==> src/core/iops_pkg.sv <==
// constants, types and register map of the pad power-up sequencer
// assumes one 100 MHz clock and a synchronous active-high system reset
//
// Overview of operation
// - power-on only completes once core, auxiliary and bank-4 output supplies are all good.
// - with pullup_disable low, pads get weak pull-ups from power-on until start-up ends and user mode begins.
// - with pullup_disable high, pads have no pull-ups during power-on and configuration.
// - an unconnected pullup_disable pin counts as high, so pads float by default.
// - once power is present, memory clearing starts together with global_set_reset asserted.
// - global_set_reset asynchronously forces every pad storage element low.
// - at the end of memory clearing init_status rises and the three mode pins are sampled.
// - during configuration every pad driver stays high impedance, pulls set by pullup_disable.
// - start-up releases global_three_state; assigned pads drive, unassigned ones stay off.
// - releasing global_set_reset leaves pad registers low, or high where set/reset is inverted.
// - in user mode configuration pull-ups are off and pullup_disable is ignored.
// - in user mode unused pads share one termination option; used pads get only their own.
`default_nettype none

package iops_pkg;

    // ***********************************************************
    // sequence timing (cycles of clk_i)
    // ***********************************************************
    localparam int unsigned CNT_W = 13;
    localparam int unsigned INIT_CYCLES_DEF = 64;
    localparam logic [12:0] STARTUP_GSR_LAST = 13'h0001;

    // ***********************************************************
    // register byte offsets
    // ***********************************************************
    localparam logic [4:0] ADDR_CTRL = 5'h00;
    localparam logic [4:0] ADDR_STATUS = 5'h04;
    localparam logic [4:0] ADDR_PAD_USED = 5'h08;
    localparam logic [4:0] ADDR_PAD_PULLUP = 5'h0C;
    localparam logic [4:0] ADDR_PAD_PULLDN = 5'h10;
    localparam logic [4:0] ADDR_PAD_SRINV = 5'h14;
    localparam logic [4:0] ADDR_UNUSED_TERM = 5'h18;
    localparam logic [4:0] ADDR_PAD_DATA = 5'h1C;

    // ***********************************************************
    // field positions and reset values
    // ***********************************************************
    localparam int unsigned CTRL_CFG_DONE_BIT = 0;
    localparam int unsigned STAT_STATE_LSB = 0;
    localparam int unsigned STAT_INIT_BIT = 8;
    localparam int unsigned STAT_GTS_BIT = 9;
    localparam int unsigned STAT_GSR_BIT = 10;
    localparam int unsigned STAT_MODE_LSB = 16;
    localparam int unsigned STAT_SUPPLY_LSB = 24;
    localparam logic [31:0] PAD_MASK_RST = 32'h0000_0000;
    localparam logic [1:0] TERM_RST = 2'h0;

    // ***********************************************************
    // types
    // ***********************************************************
    typedef enum logic [4:0] {
        ST_POR = 5'h01,
        ST_INIT = 5'h02,
        ST_CFG = 5'h04,
        ST_STARTUP = 5'h08,
        ST_USER = 5'h10
    } iops_state_t;

    typedef enum logic [1:0] {
        TERM_NONE = 2'h0,
        TERM_UP = 2'h1,
        TERM_DOWN = 2'h2
    } iops_term_t;

    typedef struct packed {
        logic bank4_ok;
        logic aux_ok;
        logic core_ok;
    } iops_supply_t;

    typedef struct packed {
        logic config_mode_2;
        logic config_mode_1;
        logic config_mode_0;
    } iops_mode_t;

    typedef struct packed {
        logic read;
        logic write;
        logic [4:0] address;
        logic [3:0] byteenable;
        logic [31:0] writedata;
    } iops_avs_req_t;

endpackage

`default_nettype wire

==> src/core/iops_pad_store.sv <==
// pad storage elements cleared asynchronously by the global set-reset
// assumes gsr_i comes straight from a flip-flop of the sequencer
`default_nettype none

module iops_pad_store #(
    parameter int unsigned NUM_PADS = 8
) (
    input wire logic clk_i,
    input wire logic gsr_i,
    input wire logic rel_i,
    input wire logic [NUM_PADS-1:0] srinv_i,
    input wire logic wr_i,
    input wire logic [NUM_PADS-1:0] data_i,
    output logic [NUM_PADS-1:0] q_o
);
    import iops_pkg::*;

    logic [NUM_PADS-1:0] q_q;
    logic [NUM_PADS-1:0] q_d;

    // ***********************************************************
    // next value: release preset, then software data
    // ***********************************************************
    always_comb begin
        q_d = q_q;
        if (rel_i) begin
            q_d = srinv_i;
        end else if (wr_i) begin
            q_d = data_i;
        end
    end

    // global set-reset clears without the clock
    always_ff @(posedge clk_i or posedge gsr_i) begin
        if (gsr_i) begin
            q_q <= '0;
        end else begin
            q_q <= q_d;
        end
    end

    assign q_o = q_q;

endmodule

`default_nettype wire

==> src/core/iops_seq.sv <==
// power-up, configuration and user-mode sequencer for the user pads
// assumes supply monitors, straps and bus signals synchronous to clk_i
//
// Design decisions made here: the address map and register access over Avalon-MM.
`default_nettype none

module iops_seq #(
    parameter int unsigned NUM_PADS = 8,
    parameter int unsigned INIT_CYCLES = iops_pkg::INIT_CYCLES_DEF
) (
    input wire logic clk_i,
    input wire logic sys_rst_i,
    input wire iops_pkg::iops_supply_t supply_ok_i,
    input wire logic pullup_disable_i,
    input wire logic pullup_disable_driven_i,
    input wire iops_pkg::iops_mode_t config_mode_i,
    input wire iops_pkg::iops_avs_req_t avs_req_i,
    output logic [31:0] avs_readdata_o,
    output logic avs_waitrequest_o,
    output logic init_status_o,
    output logic global_three_state_o,
    output logic global_set_reset_o,
    output iops_pkg::iops_mode_t config_mode_o,
    output iops_pkg::iops_state_t state_o,
    output logic [NUM_PADS-1:0] pad_out_o,
    output logic [NUM_PADS-1:0] pad_oe_o,
    output logic [NUM_PADS-1:0] pad_pullup_o,
    output logic [NUM_PADS-1:0] pad_pulldown_o
);
    import iops_pkg::*;

    localparam logic [CNT_W-1:0] INIT_LAST = CNT_W'(INIT_CYCLES - 1);

    // ***********************************************************
    // helper functions
    // ***********************************************************

    // merge write data into a register under byte enables
    function automatic logic [31:0] be_merge(input logic [31:0] old_v,
                                             input logic [31:0] new_v,
                                             input logic [3:0] be);
        logic [31:0] r;
        r = old_v;
        for (int i = 0; i < 4; i++) begin
            if (be[i]) begin
                r[i*8 +: 8] = new_v[i*8 +: 8];
            end
        end
        return r;
    endfunction

    // widen a pad mask to a bus word
    function automatic logic [31:0] pad_word(input logic [NUM_PADS-1:0] v);
        logic [31:0] r;
        r = '0;
        r[NUM_PADS-1:0] = v;
        return r;
    endfunction

    // ***********************************************************
    // state
    // ***********************************************************
    iops_state_t state_q, state_d;
    logic [CNT_W-1:0] cnt_q, cnt_d;
    logic gts_q, gts_d;
    logic gsr_q, gsr_d;
    logic init_q, init_d;
    logic rel_q, rel_d;
    iops_mode_t mode_q, mode_d;

    logic ack_q, ack_d;
    logic [31:0] rdata_q, rdata_d;
    logic [NUM_PADS-1:0] used_q, used_d;
    logic [NUM_PADS-1:0] upu_q, upu_d;
    logic [NUM_PADS-1:0] upd_q, upd_d;
    logic [NUM_PADS-1:0] srinv_q, srinv_d;
    logic [1:0] term_q, term_d;

    logic [NUM_PADS-1:0] oe_q, oe_d;
    logic [NUM_PADS-1:0] pu_q, pu_d;
    logic [NUM_PADS-1:0] pd_q, pd_d;

    logic pwr_ok;
    logic req;
    logic take;
    logic wr_take;
    logic cfg_done_wr;
    logic data_wr;
    logic eff_disable;
    logic user_mode;
    logic [31:0] status_w;
    logic [31:0] wmerge;

    // ***********************************************************
    // power and bus qualifiers
    // ***********************************************************

    // all three monitored supplies at their minimum
    assign pwr_ok = supply_ok_i.core_ok & supply_ok_i.aux_ok & supply_ok_i.bank4_ok;

    // one wait cycle, then the access completes
    assign req = avs_req_i.read | avs_req_i.write;
    assign take = req & ack_q;
    assign wr_take = take & avs_req_i.write;
    assign avs_waitrequest_o = req & ~ack_q;
    assign cfg_done_wr = wr_take & (avs_req_i.address == ADDR_CTRL)
        & avs_req_i.byteenable[0] & avs_req_i.writedata[CTRL_CFG_DONE_BIT];
    assign data_wr = wr_take & (avs_req_i.address == ADDR_PAD_DATA);
    assign wmerge = avs_req_i.writedata;

    // floating strap reads as high through its internal pull
    assign eff_disable = pullup_disable_i | ~pullup_disable_driven_i;
    assign user_mode = (state_q == ST_USER);

    // ***********************************************************
    // sequencer
    // ***********************************************************

    // next state of the power-up sequence
    always_comb begin
        state_d = state_q;
        cnt_d = cnt_q;
        gts_d = gts_q;
        gsr_d = gsr_q;
        init_d = init_q;
        mode_d = mode_q;
        rel_d = 1'b0;
        case (state_q)
            ST_POR: begin
                gts_d = 1'b1;
                gsr_d = 1'b1;
                init_d = 1'b0;
                cnt_d = '0;
                if (pwr_ok) begin
                    state_d = ST_INIT;
                end
            end
            ST_INIT: begin
                if (cnt_q == INIT_LAST) begin
                    init_d = 1'b1;
                    mode_d = config_mode_i;
                    cnt_d = '0;
                    state_d = ST_CFG;
                end else begin
                    cnt_d = cnt_q + 1'b1;
                end
            end
            ST_CFG: begin
                if (cfg_done_wr) begin
                    gts_d = 1'b0;
                    cnt_d = '0;
                    state_d = ST_STARTUP;
                end
            end
            ST_STARTUP: begin
                if (cnt_q == STARTUP_GSR_LAST) begin
                    gsr_d = 1'b0;
                    rel_d = 1'b1;
                    state_d = ST_USER;
                end else begin
                    cnt_d = cnt_q + 1'b1;
                end
            end
            ST_USER: begin
                state_d = ST_USER;
            end
            default: begin
                state_d = ST_POR;
            end
        endcase
        // supply loss restarts the whole sequence
        if (!pwr_ok) begin
            state_d = ST_POR;
            gts_d = 1'b1;
            gsr_d = 1'b1;
            init_d = 1'b0;
            cnt_d = '0;
            rel_d = 1'b0;
        end
    end

    // sequencer registers
    always_ff @(posedge clk_i) begin
        if (sys_rst_i) begin
            state_q <= ST_POR;
            cnt_q <= '0;
            gts_q <= 1'b1;
            gsr_q <= 1'b1;
            init_q <= 1'b0;
            rel_q <= 1'b0;
            mode_q <= '0;
        end else begin
            state_q <= state_d;
            cnt_q <= cnt_d;
            gts_q <= gts_d;
            gsr_q <= gsr_d;
            init_q <= init_d;
            rel_q <= rel_d;
            mode_q <= mode_d;
        end
    end

    // ***********************************************************
    // register file
    // ***********************************************************

    // status word of the sequencer
    always_comb begin
        status_w = '0;
        status_w[STAT_STATE_LSB +: 5] = state_q;
        status_w[STAT_INIT_BIT] = init_q;
        status_w[STAT_GTS_BIT] = gts_q;
        status_w[STAT_GSR_BIT] = gsr_q;
        status_w[STAT_MODE_LSB +: 3] = mode_q;
        status_w[STAT_SUPPLY_LSB +: 3] = supply_ok_i;
    end

    // bus handshake, read mux and writable fields
    always_comb begin
        ack_d = req & ~ack_q;
        rdata_d = rdata_q;
        used_d = used_q;
        upu_d = upu_q;
        upd_d = upd_q;
        srinv_d = srinv_q;
        term_d = term_q;
        if (avs_req_i.read && !ack_q) begin
            if (avs_req_i.address == ADDR_STATUS) begin
                rdata_d = status_w;
            end else if (avs_req_i.address == ADDR_PAD_USED) begin
                rdata_d = pad_word(used_q);
            end else if (avs_req_i.address == ADDR_PAD_PULLUP) begin
                rdata_d = pad_word(upu_q);
            end else if (avs_req_i.address == ADDR_PAD_PULLDN) begin
                rdata_d = pad_word(upd_q);
            end else if (avs_req_i.address == ADDR_PAD_SRINV) begin
                rdata_d = pad_word(srinv_q);
            end else if (avs_req_i.address == ADDR_UNUSED_TERM) begin
                rdata_d = {30'h0000_0000, term_q};
            end else if (avs_req_i.address == ADDR_PAD_DATA) begin
                rdata_d = pad_word(pad_out_o);
            end else begin
                rdata_d = '0;
            end
        end
        if (wr_take) begin
            if (avs_req_i.address == ADDR_PAD_USED) begin
                used_d = NUM_PADS'(be_merge(pad_word(used_q), wmerge, avs_req_i.byteenable));
            end else if (avs_req_i.address == ADDR_PAD_PULLUP) begin
                upu_d = NUM_PADS'(be_merge(pad_word(upu_q), wmerge, avs_req_i.byteenable));
            end else if (avs_req_i.address == ADDR_PAD_PULLDN) begin
                upd_d = NUM_PADS'(be_merge(pad_word(upd_q), wmerge, avs_req_i.byteenable));
            end else if (avs_req_i.address == ADDR_PAD_SRINV) begin
                srinv_d = NUM_PADS'(be_merge(pad_word(srinv_q), wmerge, avs_req_i.byteenable));
            end else if (avs_req_i.address == ADDR_UNUSED_TERM) begin
                if (avs_req_i.byteenable[0]) begin
                    term_d = avs_req_i.writedata[1:0];
                end
            end
        end
    end

    // register file flops
    always_ff @(posedge clk_i) begin
        if (sys_rst_i) begin
            ack_q <= 1'b0;
            rdata_q <= '0;
            used_q <= NUM_PADS'(PAD_MASK_RST);
            upu_q <= NUM_PADS'(PAD_MASK_RST);
            upd_q <= NUM_PADS'(PAD_MASK_RST);
            srinv_q <= NUM_PADS'(PAD_MASK_RST);
            term_q <= TERM_RST;
        end else begin
            ack_q <= ack_d;
            rdata_q <= rdata_d;
            used_q <= used_d;
            upu_q <= upu_d;
            upd_q <= upd_d;
            srinv_q <= srinv_d;
            term_q <= term_d;
        end
    end

    // ***********************************************************
    // pad control
    // ***********************************************************

    // drivers, pull-ups and pull-downs per sequence phase
    always_comb begin
        oe_d = gts_q ? '0 : used_q;
        if (!user_mode) begin
            pu_d = {NUM_PADS{~eff_disable}};
            pd_d = '0;
        end else begin
            // strap ignored, configuration pulls gone
            pu_d = (used_q & upu_q)
                | (~used_q & {NUM_PADS{term_q == TERM_UP}});
            pd_d = (used_q & upd_q)
                | (~used_q & {NUM_PADS{term_q == TERM_DOWN}});
        end
    end

    // pad control flops
    always_ff @(posedge clk_i) begin
        if (sys_rst_i) begin
            oe_q <= '0;
            pu_q <= '0;
            pd_q <= '0;
        end else begin
            oe_q <= oe_d;
            pu_q <= pu_d;
            pd_q <= pd_d;
        end
    end

    // pad storage under the global set-reset
    iops_pad_store #(
        .NUM_PADS(NUM_PADS)
    ) u_store (
        .clk_i(clk_i),
        .gsr_i(gsr_q),
        .rel_i(rel_q),
        .srinv_i(srinv_q),
        .wr_i(data_wr),
        .data_i(NUM_PADS'(avs_req_i.writedata)),
        .q_o(pad_out_o)
    );

    // ***********************************************************
    // outputs
    // ***********************************************************
    assign avs_readdata_o = rdata_q;
    assign init_status_o = init_q;
    assign global_three_state_o = gts_q;
    assign global_set_reset_o = gsr_q;
    assign config_mode_o = mode_q;
    assign state_o = state_q;
    assign pad_oe_o = oe_q;
    assign pad_pullup_o = pu_q;
    assign pad_pulldown_o = pd_q;

endmodule

`default_nettype wire

==> config.mk <==
export PLATFORM = sky130hd
export DESIGN_NAME = iops_seq
export DESIGN_NICKNAME = d
export VERILOG_FILES = /design/src/core/iops_pkg.sv /design/src/core/iops_pad_store.sv /design/src/core/iops_seq.sv
export SDC_FILE = /design/constraint.sdc
export NUM_CORES = 1
export LEC_CHECK = 0
export ABC_CLOCK_PERIOD_IN_PS = 4100
export BUFFER_PORTS_ARGS = -buffer_cell sky130_fd_sc_hd__buf_2
export CAP_MARGIN = 20
export CORE_UTILIZATION = 50
export CTS_CLUSTER_DIAMETER = 100
export DETAILED_ROUTE_END_ITERATION = 10
export PLACE_DENSITY_LB_ADDON = 0.1
export SLEW_MARGIN = 5
export SYNTH_ARGS = -nofsm -noshare
export SYNTH_HDL_FRONTEND = slang
export SYNTH_HIERARCHICAL = 1
export SYNTH_SLANG_ARGS = --single-unit
==> constraint.sdc <==
create_clock -name clk_i -period 4.1 [get_ports clk_i]
set_clock_uncertainty 0.1 [all_clocks]
set_input_delay 0.615 -clock clk_i [delete_from_list [all_inputs] [get_ports clk_i]]
set_output_delay 0.615 -clock clk_i [all_outputs]
set_load 0.02 [all_outputs]
==> results.py <==
metrics = {
    "finish": {
        "antenna-diode-count": 0,
        "finished_layout_cells": 746,
        "layout.area.seq_mm2": 0.00222,
        "postLayoutCoreUtil_pct": 58.4,
        "stdcell_area_mm2": 0.00540,
        "layout_overhead_on_the_synthesized_area_pct": 13.5,
        "drive_above_1_share_pct": 19.0,
        "fin_nets": 667,
        "fill_cells": 847,
        "multi_input_gate_area_in_the_final_layout_mm2": 0.00232,
    },
    "synthesis": {
        "synth_top_area_share_pct": 42.5,
        "postSynthAreaPerCell_um2": 8.82,
        "synthXorXnorAreaFrac_pct": 0,
        "synth_top_cells_by_area": "dfxtp_1 (43%), mux2i_1 (9.1%), a21oi_1 (5.9%), nor2_1 (5.4%), nand2_1 (4.5%)",
        "muxShareOfSynthArea_pct": 10.0,
        "synth-compound-area-share_pct": 16.4,
        "synth.lib_cells_used.distinct": 49,
        "synth-seq-cells": 109,
        "synth-main-ff-cell": "dfxtp_1",
        "synth_largest_area_cell": "dfxtp_1",
        "synth_seq_area_share_pct": 46.8,
        "synth_simple_gate_area_share_pct": 20.7,
        "synth-edff-count": 0,
        "synth_cells": 539,
        "dominant_combinational_cell_family_by_area_after_synthesis": "simple AND/OR/NAND/NOR gates",
        "asyncSetResetFlopFracSynth_pct": 7.34,
        "synth_warnings": 6,
        "synth_fa_ha_area_share_pct": 0.527,
        "netlist_area_mm2": 0.00475,
    },
    "cts": {
        "htree_levels": 3,
        "worstSkewPairLatency_ns": 0.37,
        "post_cts_repair_resize_count": 0,
        "ctsHoldBuffers": 0,
        "cts.reportedPaths.clkPinSlew_ns": 0.10,
        "cts_buffer_depth": 2,
        "cts.sinks": 109,
        "cts-buffers-inserted": 9,
        "tritoncts_clock_tree": "built",
        "cts_setup_buffers": 0,
        "clockRootBuffer": "clkbuf_8",
    },
    "timing": {
        "worst_slew_margin_rel_pct": 36.3,
        "timing.final.max_slew_violations": 0,
        "timing.final.crit_share_pct": 56.5,
        "holdWs_ns": 0.149,
        "setup_ws_ns": 1.78,
        "totalNegativeSetupSlack_ns": 0,
        "setup_viol": 0,
        "final.min_clock_period_ns": 2.32,
        "achievable-frequency_mhz": 432,
        "rsz0062_at_grt": "no",
        "worst-slew-pin-transition_ns": 0.955,
        "final_hold_viol_count": 0,
    },
    "setup_path": {
        "critical_path_required_ns": 4.29,
        "worstReg2RegStart": "state_o[3]$_SDFFE_PP0P_",
        "reg2regPathDepth": 5,
        "slowest_stage": "or4_1",
        "critical_path.n_buffers_inverters": 2,
        "endpoint_kind": "flip-flop",
        "cpPeakStageDelay_ns": 0.54,
        "crit_chain": "buf_2 > nor3_1 > buf_4 > nand4_1 > a32o_2 > or4_1 > a21oi_1",
        "timing_worst_setup_path_type": "primary input to flip-flop",
        "largest_fanout_on_the_critical_path": 24,
        "critical_path_arrival_ns": 2.51,
        "r2r-end": "cnt_q[5]$_SDFFE_PP0P_",
        "critPathLaunchType": "primary input",
        "worst_setup_slack_for_register_to_register_paths_ns": 1.89,
        "critical-path-top-delay-family": "simple AND/OR/NAND/NOR gates",
    },
    "detailed_routing": {
        "vias_per_cell": 5.34,
        "drt-pass1-iter-count": 4,
        "drt_first_iter_violations": 235,
        "ant_nets": 0,
        "drc": 0,
        "routed_wire_length_per_instance_um": 15.1,
        "routed-via-count": 3982,
        "routed_wirelength_um": 11200,
    },
    "placement": {
        "numPlacedInstances": 730,
        "routabilityCongestion": 0.889,
        "count_of_buffers_from_port_buffering": 86,
        "place.detailed.hpwl_um": 8130,
        "worst_setup_slack_before_clock_tree_synthesis_ns": 1.45,
        "dpl-instance-area_mm2": 0.00519,
    },
    "hold_path": {
        "holdCritPathClass": "flip-flop to async pin",
    },
    "global_route": {
        "grt_start_max_net_pins": 53,
        "globalRouteTotalUtil_pct": 23.3,
        "use_met1_pct": 35.0,
        "grt_first_pass_wirelength_um": 18100,
        "grt_most_used_layer": "met1",
        "grtUsageMet3_pct": 2.95,
        "antenna_found_initial": 0,
        "overflow": 0,
        "grt_use_met2_pct": 34.7,
        "grt_pass1_vias": 3559,
    },
    "pwr": {
        "power_mw": 1.92,
        "vdd_drop_max_mv": 0.154,
        "p_leak_nw": 2.13,
        "power_per_cell_area_mw_per_mm2": 355,
    },
    "floorplanning": {
        "core.rowCount": 35,
        "floorplan.die.width_um": 99.5,
        "floorplan.die.height_um": 99.5,
        "initial_utilization_pct": 51.4,
        "floorplan.core_area_mm2": 0.00924,
        "die-area_mm2": 0.00990,
        "ioPinCount": 129,
    },
    "outcome": {
        "outcome": "finished, final reports clean",
    },
    "flow_run": {
        "drv_cap": 0,
    },
}
-- cells in the mapped netlist, drive strengths merged, types with 7 or more instances --
master,number
o21ai,38
o211ai,14
nand2,58
a21oi,56
buf,21
dfxtp,101
mux2i,43
nand2b,7
nand3,11
dfrtp,8
and2,12
clkbuf,21
nor2,68
-- routing by layer --
metal / vias up / share of wire [%] / routed length [um]
met5: - / 0 / 0
met4: 0 / 1.1 / 123
met3: 10 / 5.1 / 569
met2: 119 / 43 / 4820
met1: 1834 / 51 / 5740
li1: 2019 / - / -
-- cells by family (layout without fill, tap and decap cells) --
kind of cell               Yosys count  count (layout)
AOI/OAI and AO/OA                  133             133
adders and majority gates            2               2
buffers and inverters               48             112
DFF                                109             109
muxes                               45              45
other                                1              15
and+or+nand+nor                    201             201
-- worst reg2reg max path, cell delays in order (launching register included) --
cell and delay [ns]:
dfxtp_1 0.41, nor3_2 0.34, o21ai_1 0.16, a32o_2 0.43
or4_1 0.55, a21oi_1 0.15
-- registers in the layout, summed over array words and instances (netlist names), 2 cells and up --
register	count
term_q	2
pad_oe_o	8
state_o	5
config_mode_o	3
u_store/q_o	8
pad_pullup_o	8
avs_readdata_o	17
cnt_q	13
pad_pulldown_o	8
srinv_q	8
upd_q	8
upu_q	8
used_q	8
-- worst max path at each step --
stage                        startpoint  cells after the start                     end  slack (ns)
after floorplan           avs_req_i[37]                      6   cnt_q[2]$_SDFFE_PP0P_        1.84
after global placement    avs_req_i[37]                      7   cnt_q[5]$_SDFFE_PP0P_        1.52
after detailed placement  avs_req_i[37]                      7  cnt_q[12]$_SDFFE_PP0P_        1.45
after CTS                 avs_req_i[37]                      7   cnt_q[5]$_SDFFE_PP0P_        1.83
after global routing      avs_req_i[37]                      7   cnt_q[7]$_SDFFE_PP0P_        1.69
final                     avs_req_i[37]                      7   cnt_q[5]$_SDFFE_PP0P_        1.78
-- report_power, final --
part           internal [mW]  switching [mW]
Clock                  0.304           0.361
Sequential              1.08          0.0132
Combinational         0.0504           0.110
-- area by class of cell --
type                       instances  share of cell area, %
multi-input combinational        396                   43.0
sequential                       109                   41.2
clock buffer                      10                   2.55
tap                              129                   2.99
timing repair buffer              90                   8.53
clock inverter                     6                   1.28
inverter                           6                  0.417
-- layout by cell type (no fill, tap or decap), types with 2 or more instances in the layout --
cell type  instances
a21oi_1           56
a22o_1             4
a2bb2oi_1          6
a31oi_1            3
and2_1            12
and3_1             4
buf_2             86
buf_4              4
clkbuf_8          10
conb_1            15
dfrtp_1            8
dfxtp_1          101
ha_1               2
inv_1              5
inv_6              2
mux2i_1           43
mux4_2             2
nand2_1           57
nand2b_1           7
nand3_1           11
nand3b_1           3
nand4_1            5
nor2_1            68
nor2b_1            4
nor3_1             4
nor3_2             2
nor4_1             2
nor4_4             2
o211ai_1          14
o21ai_0           15
o21ai_1           23
o31ai_1            6
or2_1              2
or3_1              6
or4_1              6
Power figures use the tool's default switching activity.
